--- config.mk ---
export PLATFORM = sky130hd
export DESIGN_NAME = pcd_port
export DESIGN_NICKNAME = d
export VERILOG_FILES = /design/src/hdl/pcd_pkg.sv /design/src/hdl/pcd_port.sv
export SDC_FILE = /design/constraint.sdc
export NUM_CORES = 1
export LEC_CHECK = 0
export BUFFER_PORTS_ARGS = -buffer_cell sky130_fd_sc_hd__buf_2
export CAP_MARGIN = 25
export CORE_MARGIN = 1
export CORE_UTILIZATION = 48
export CTS_CLUSTER_DIAMETER = 120
export CTS_CLUSTER_SIZE = 10
export DETAILED_ROUTE_END_ITERATION = 16
export HOLD_SLACK_MARGIN = 0.1
export PLACE_DENSITY_LB_ADDON = 0.2
export SLEW_MARGIN = 40
export SYNTH_ARGS = -nofsm -noshare
export SYNTH_HDL_FRONTEND = slang
export SYNTH_SLANG_ARGS = --single-unit
--- constraint.sdc ---
create_clock -name clk -period 1.6 [get_ports clk]
set_input_delay 0.24 -clock clk [delete_from_list [all_inputs] [get_ports clk]]
set_output_delay 0.24 -clock clk [all_outputs]
set_load 0.02 [all_outputs]
--- src/hdl/pcd_pkg.sv ---
package pcd_pkg;
    // ==========================================================
    // Widths and reset values
    localparam int          PORT_W       = 8;
    localparam logic [7:0]  DIR_RESET    = 8'hFF;
    localparam logic [7:0]  LATCH_RESET  = 8'h00;
    // ==========================================================
    // Pin positions with alternate functions
    localparam int          PC_REF_A_BIT = 0;
    localparam int          PD_REF_B_BIT = 3;
    localparam int          PD_CMP_B_BIT = 2;
    localparam int          PD_SDA_BIT   = 1;
    localparam int          PD_SCL_BIT   = 0;
    // ==========================================================
    // Port access operations
    typedef enum logic [1:0] {
        PCD_OP_WRITE,
        PCD_OP_BIT_SET,
        PCD_OP_BIT_CLEAR
    } pcd_op_e;
endpackage

--- src/hdl/pcd_port.sv ---
`timescale 1ns/10ps
module pcd_port (
    input  wire logic       clk,
    input  wire logic       rst_n,
    input  wire logic       cyc_end,
    input  wire logic       acc_c,
    input  wire logic       acc_d,
    input  wire logic       wr_en,
    input  wire logic [1:0] wr_op,
    input  wire logic [2:0] bit_sel,
    input  wire logic [7:0] wr_data,
    input  wire logic       dir_wr_c,
    input  wire logic       dir_wr_d,
    input  wire logic [7:0] dir_data,
    input  wire logic       pullup_disable,
    input  wire logic       ref_a_output_enable,
    input  wire logic       ref_b_output_enable,
    input  wire logic       serial_enable,
    input  wire logic       comp_b_out,
    input  wire logic       sda_out,
    input  wire logic       sda_oe,
    input  wire logic       scl_out,
    input  wire logic       scl_oe,
    input  wire logic [7:0] port_c_in,
    input  wire logic [7:0] port_d_in,
    output logic [7:0]      port_c_data,
    output logic [7:0]      port_d_data,
    output logic [7:0]      port_c_out,
    output logic [7:0]      port_c_oe,
    output logic [7:0]      port_d_out,
    output logic [7:0]      port_d_oe,
    output logic            port_c_pin_0_pullup,
    output logic            port_c_pin_0_analog,
    output logic            port_d_pin_3_ref_b,
    output logic            port_d_pin_2_comp_b,
    output logic            port_d_serial,
    output logic [7:0]      port_c_direction,
    output logic [7:0]      port_d_direction,
    output logic [7:0]      port_c_latch,
    output logic [7:0]      port_d_latch
);

    // ==========================================================
    // Pin synchronisers
    logic [7:0] c_meta;
    logic [7:0] d_meta;
    logic [7:0] c_sync;
    logic [7:0] d_sync;

    always_ff @(posedge clk) begin
        c_meta <= port_c_in;
        d_meta <= port_d_in;
        c_sync <= c_meta;
        d_sync <= d_meta;
    end

    // ==========================================================
    // Merge of a bit op with the sampled pins, or the whole write byte
    function automatic logic [7:0] pcd_merge(input logic [1:0] op,
                                             input logic [2:0] sel,
                                             input logic [7:0] wdat,
                                             input logic [7:0] pins);
        logic [7:0] res;
        res = pins;
        unique case (op)
            pcd_pkg::PCD_OP_BIT_SET:   res[sel] = 1'b1;
            pcd_pkg::PCD_OP_BIT_CLEAR: res[sel] = 1'b0;
            default:                   res = wdat;
        endcase
        return res;
    endfunction

    // ==========================================================
    // Latches, directions and the read snapshot
    logic [7:0] next_c_lat;
    logic [7:0] next_d_lat;
    logic [7:0] next_c_dir;
    logic [7:0] next_d_dir;
    logic [7:0] next_c_rd;
    logic [7:0] next_d_rd;

    always_comb begin
        next_c_lat = port_c_latch;
        next_d_lat = port_d_latch;
        next_c_dir = port_c_direction;
        next_d_dir = port_d_direction;
        next_c_rd  = port_c_data;
        next_d_rd  = port_d_data;
        if (!cyc_end) begin
            next_c_rd = c_sync;
            next_d_rd = d_sync;
        end
        if (cyc_end && wr_en && acc_c) begin
            next_c_lat = pcd_merge(wr_op, bit_sel, wr_data, port_c_data);
        end
        if (cyc_end && wr_en && acc_d) begin
            next_d_lat = pcd_merge(wr_op, bit_sel, wr_data, port_d_data);
        end
        if (cyc_end && dir_wr_c) begin
            next_c_dir = dir_data;
        end
        if (cyc_end && dir_wr_d) begin
            next_d_dir = dir_data;
        end
    end

    always_ff @(posedge clk) begin
        if (!rst_n) begin
            port_c_latch     <= pcd_pkg::LATCH_RESET;
            port_d_latch     <= pcd_pkg::LATCH_RESET;
            port_c_direction <= pcd_pkg::DIR_RESET;
            port_d_direction <= pcd_pkg::DIR_RESET;
            port_c_data      <= pcd_pkg::LATCH_RESET;
            port_d_data      <= pcd_pkg::LATCH_RESET;
        end else begin
            port_c_latch     <= next_c_lat;
            port_d_latch     <= next_d_lat;
            port_c_direction <= next_c_dir;
            port_d_direction <= next_d_dir;
            port_c_data      <= next_c_rd;
            port_d_data      <= next_d_rd;
        end
    end

    // ==========================================================
    // Pin drive and alternate functions
    logic [7:0] next_c_out;
    logic [7:0] next_c_oe;
    logic [7:0] next_d_out;
    logic [7:0] next_d_oe;
    logic       next_pullup;
    logic       next_analog;
    logic       next_ref_b;

    always_comb begin
        next_c_out  = next_c_lat;
        next_c_oe   = ~next_c_dir;
        next_d_out  = next_d_lat;
        next_d_oe   = ~next_d_dir;
        next_analog = ref_a_output_enable;
        next_ref_b  = ref_b_output_enable;
        next_pullup = next_c_dir[pcd_pkg::PC_REF_A_BIT] && !pullup_disable
                      && !ref_a_output_enable;
        if (ref_a_output_enable) begin
            next_c_oe[pcd_pkg::PC_REF_A_BIT] = 1'b0;
        end
        if (ref_b_output_enable) begin
            next_d_oe[pcd_pkg::PD_REF_B_BIT]  = 1'b0;
            next_d_out[pcd_pkg::PD_REF_B_BIT] = 1'b0;
            next_d_oe[pcd_pkg::PD_CMP_B_BIT]  = 1'b1;
            next_d_out[pcd_pkg::PD_CMP_B_BIT] = comp_b_out;
        end
        if (serial_enable) begin
            next_d_out[pcd_pkg::PD_SDA_BIT] = sda_out;
            next_d_oe[pcd_pkg::PD_SDA_BIT]  = sda_oe;
            next_d_out[pcd_pkg::PD_SCL_BIT] = scl_out;
            next_d_oe[pcd_pkg::PD_SCL_BIT]  = scl_oe;
        end
    end

    always_ff @(posedge clk) begin
        if (!rst_n) begin
            port_c_out          <= pcd_pkg::LATCH_RESET;
            port_c_oe           <= pcd_pkg::LATCH_RESET;
            port_d_out          <= pcd_pkg::LATCH_RESET;
            port_d_oe           <= pcd_pkg::LATCH_RESET;
            port_c_pin_0_pullup <= 1'b0;
            port_c_pin_0_analog <= 1'b0;
            port_d_pin_3_ref_b  <= 1'b0;
            port_d_pin_2_comp_b <= 1'b0;
            port_d_serial       <= 1'b0;
        end else begin
            port_c_out          <= next_c_out;
            port_c_oe           <= next_c_oe;
            port_d_out          <= next_d_out;
            port_d_oe           <= next_d_oe;
            port_c_pin_0_pullup <= next_pullup;
            port_c_pin_0_analog <= next_analog;
            port_d_pin_3_ref_b  <= next_ref_b;
            port_d_pin_2_comp_b <= next_ref_b;
            port_d_serial       <= serial_enable;
        end
    end
endmodule

==> results_tabular.tex <==
\begin{tabular}{lr}
\hline
Metric & Value \\
\hline
\multicolumn{2}{l}{\textbf{STA}} \\
Tightest hold margin & around 0.13 ns \\
Setup tns final & 0 ns \\
Number of pins with negative max-slew slack in the final report & 0 \\
Slew Limit Headroom & 0.7516 \\
Number of setup violations in the final report & 0 \\
Fmax & a little under 700 MHz \\
Post-layout minimum cycle time & roughly 1.5 ns \\
Final hold viol count & 0 \\
Period utilisation layout & 0.9080 \\
Setup Skew & approximately 0.0081 ns \\
Tightest Pin Transition & about 0.37 ns \\
RSZ-0062 raised after global routing & false \\
\multicolumn{2}{l}{\textbf{Detailed routing}} \\
Final routed wirelength across all metal layers & roughly 7.6 mm \\
Violation count after the first detailed-route iteration & 110 \\
Total number of vias & between 2000 and 3000 \\
Drc violations & 0 \\
DR pass1 iterations & 4 \\
Via density per instance & around 4.8 \\
WL per Instance & roughly 13 µm \\
Post-route antenna net violation count & 0 \\
\multicolumn{2}{l}{\textbf{Placement}} \\
Count of buffers inserted at the top-level ports & between 100 and 150 \\
Routability congestion estimate & 0.7773 \\
HPWL after DPL & 5.409 mm \\
\multicolumn{2}{l}{\textbf{Worst setup path}} \\
Maximum single-stage delay on the critical path & 0.58 ns \\
Data arrival time of the worst path & roughly 1.8 ns \\
Type of the worst setup path & input pin to flop \\
R2r setup slk & roughly 0.28 ns \\
Critical Path RT & $\sim$1.9 ns \\
Top cell by count, worst path & dlygate4sd3\_1 \\
Worst Setup Start Kind & input pin \\
Kind of capture point of the worst setup path & flop \\
Worst Path Max Fanout & 1 \\
Crit-path slowest cell & dlygate4sd3\_1 \\
List of cells traversed by the critical path & dlygate4sd3\_1, buf\_2, nor4b\_1, dlygate4sd3\_1 \\
\multicolumn{2}{l}{\textbf{Global routing}} \\
Number of antenna violations at the first check in global routing & 0 \\
Remaining global-route overflow & 0 \\
Number of global-route vias before repair & 2456 \\
Global routing usage summed across all routing layers & 0.2029 \\
Largest net degree at the start of global routing & 35 \\
Wire length of the first global-routing pass & 11.73 mm \\
\multicolumn{2}{l}{\textbf{Final layout}} \\
Commonest cells after routing, fill and taps aside & buf\_2, dfxtp\_1, mux2i\_1 \\
Number of diodes & 0 \\
Most common library cell in the layout ignoring fill and taps & buf\_2 \\
Area overhead of the layout relative to synthesis & 30.55\% \\
Share of layout cells above drive strength 1 & 0.3524 \\
Final nets & about 520 \\
\multicolumn{2}{l}{\textbf{Clocking}} \\
Worst-Skew Late Latency & about 0.36 ns \\
Clock input transition at the sequential cells of the worst setup and hold paths & $\sim$0.10 ns \\
Root buffer selected by CTS & clkbuf\_8 \\
Number of buffers created by CTS & 9 \\
H-tree levels & 3 \\
Post-CTS setup buffer count & 0 \\
CTS tree & yes \\
Maximum buffer depth of the clock tree & 2 \\
Count of cells resized by post-cts repair & 0 \\
Clock sink count & approximately 100 \\
\multicolumn{2}{l}{\textbf{Outcome}} \\
Run status & complete, no violations \\
\multicolumn{2}{l}{\textbf{Synth}} \\
Post-synthesis register bit count & between 100 and 150 \\
Cell Area, Synth & roughly 0.0035 mm² \\
Largest area contributor in the synthesized netlist & dfxtp\_1 \\
Number of nets in the synthesized netlist & roughly 380 \\
Synthesized instance count & 320 \\
Netlist cell types & 35 \\
Share of Yosys cell area claimed by the top area cell type & 0.5917 \\
Portion of the post-synthesis area used by sequential elements & 0.5917 \\
Biggest area contributors in the synthesized netlist & dfxtp\_1, mux2i\_1, nor2b\_1 \\
Number of warnings reported in the yosys synthesis log & 0 \\
Average footprint of a synthesized cell & around 11 µm² \\
\multicolumn{2}{l}{\textbf{Power and ir drop}} \\
Largest vdd supply drop & 0.0006593 V \\
Switching share of power & 0.2760 \\
Power density over the cells & 1084 mW/mm² \\
Leakage power of the design & between 2 and 2.5 nW \\
Part of the total power dissipated in the clock network & 0.307 \\
NetSw & $\sim$1.4 mW \\
P\_int & around 3.6 mW \\
Fraction of power consumed by sequential logic & 0.561 \\
Logic gate share of total power & 0.132 \\
\multicolumn{2}{l}{\textbf{Floorplanning}} \\
Die Y & 87.62 µm \\
Horizontal die dimension & 87.62 µm \\
Count of boundary I/O pins & about 140 \\
Die area & $\sim$0.0077 mm² \\
Initial core utilization & 0.5067 \\
Cell row count & 30 \\
Floorplan Core Area & just under 0.007 mm² \\
\multicolumn{2}{l}{\textbf{Job}} \\
Number of violations of the max-capacitance limit & 0 \\
\multicolumn{2}{l}{\textbf{Worst hold path}} \\
Classification of the worst-slack hold path & input pin to flop \\
\hline
\end{tabular}
[critical path: cells and delay by family]
kind / cells / cell delay [ns]
simple gates: 1 / 0.26
buf+inv: 3 / 1.25
[per-layer routing]
layer / wire length (µm) / GRT usage / up-vias / part of all wire
li1: - / - / 1385 / -
met1: 3505 / 0.2709 / 1235 / 0.46
met2: 3482 / 0.3182 / 106 / 0.46
met3: 419 / 0.03959 / 17 / 0.055
met4: 175 / 0.09687 / 0 / 0.023
met5: 0 / 0 / - / 0
[power by group through the flow]
| stage | clock network (mW) | logic [mW] | registers [mW] |
|---|---|---|---|
| floorplan | 0 | 0.282 | 2.96 |
| global placement | 0 | 0.609 | 2.85 |
| detailed placement | 0 | 0.619 | 2.85 |
| CTS | 1.55 | 0.658 | 2.79 |
| global route | 1.67 | 0.719 | 2.81 |
| finish | 1.53 | 0.656 | 2.79 |
[repair_timing]
action	in CTS	in global routing
hold buffers	20	0
endpoints found under the hold margin	19	0
setup endpoints to repair	0	0
[cells by family after synthesis]
family                   after synthesis  share of synthesized area
AND/OR/NAND/NOR                       85                     0.1444
multiplexers                          33                    0.09388
buffers and inverters                 44                    0.06436
adder cells (fa/ha/maj)                2                   0.007111
flip-flops                           104                     0.5918
AO/OA/AOI/OAI                         52                    0.09851
[Yosys cell counts, drive strengths merged]
cell type / instances
o211ai: 12
inv: 14
a31oi: 16
or4b: 2
and3: 3
mux2i: 33
nor2b: 19
a311oi: 1
nand4bb: 2
o21ai: 15
a21oi: 1
or4: 1
nor4b: 1
or2: 1
o311ai: 2
nand2: 20
or3b: 1
o221ai: 2
nand2b: 3
and3b: 4
nor2: 8
o311a: 2
ha: 2
nor3: 1
nand3: 2
and2: 12
nand4b: 1
dfxtp: 104
buf: 21
nor3b: 4
o31ai: 1
clkbuf: 9
[final cells by class]
cell class	instances	area, µm²
Clock buffer	9	123.9
Clock inverter	7	61.31
Tap cell	96	120.1
Fill cell	589	2351
Timing Repair Buffer	165	943.4
Inverter	14	52.55
Multi-Input combinational cell	172	1210
Sequential cell	104	2082
[worst paths after layout]
path / start / end / cells past startpoint
setup / recovery: pullup_disable / port_c_pin_0_pullup$_SDFF_PN0_ / 4
hold / removal: dir_data[1] / port_d_direction[1]$_SDFF_PN1_ / 3
setup reg to reg: port_c_direction[0]$_SDFF_PN1_ / port_c_pin_0_pullup$_SDFF_PN0_ / 3
hold reg to reg: c_meta[7]$_DFF_P_ / c_sync[7]$_DFF_P_ / 0
[through the flow]
stage	power [mW]	utilization	worst slack (ns)	std cells	area, µm²
after floorplan	3.243	-	0.2193	320	3518
after global placement	3.457	0.6059	0.1047	531	4208
after detailed placement	3.471	0.6059	0.06534	531	4208
after CTS	5.003	0.6614	0.2009	567	4593
after global routing	5.200	0.6614	0.05972	567	4593
final	4.978	0.6614	0.1472	567	4593
[sequential cells by signal (all words and copies together), names as in the netlist]
signal / flops
c_meta: 8
c_sync: 8
d_meta: 8
d_sync: 8
port_c_data: 8
port_c_direction: 8
port_c_oe: 8
port_c_out: 8
port_d_data: 8
port_d_direction: 8
port_d_latch: 8
port_d_oe: 8
port_d_out: 4
port_c_pin_0_analog: 1
port_c_pin_0_pullup: 1
port_d_pin_2_comp_b: 1
port_d_serial: 1
No activity file was read; power rests on OpenSTA's default activity.
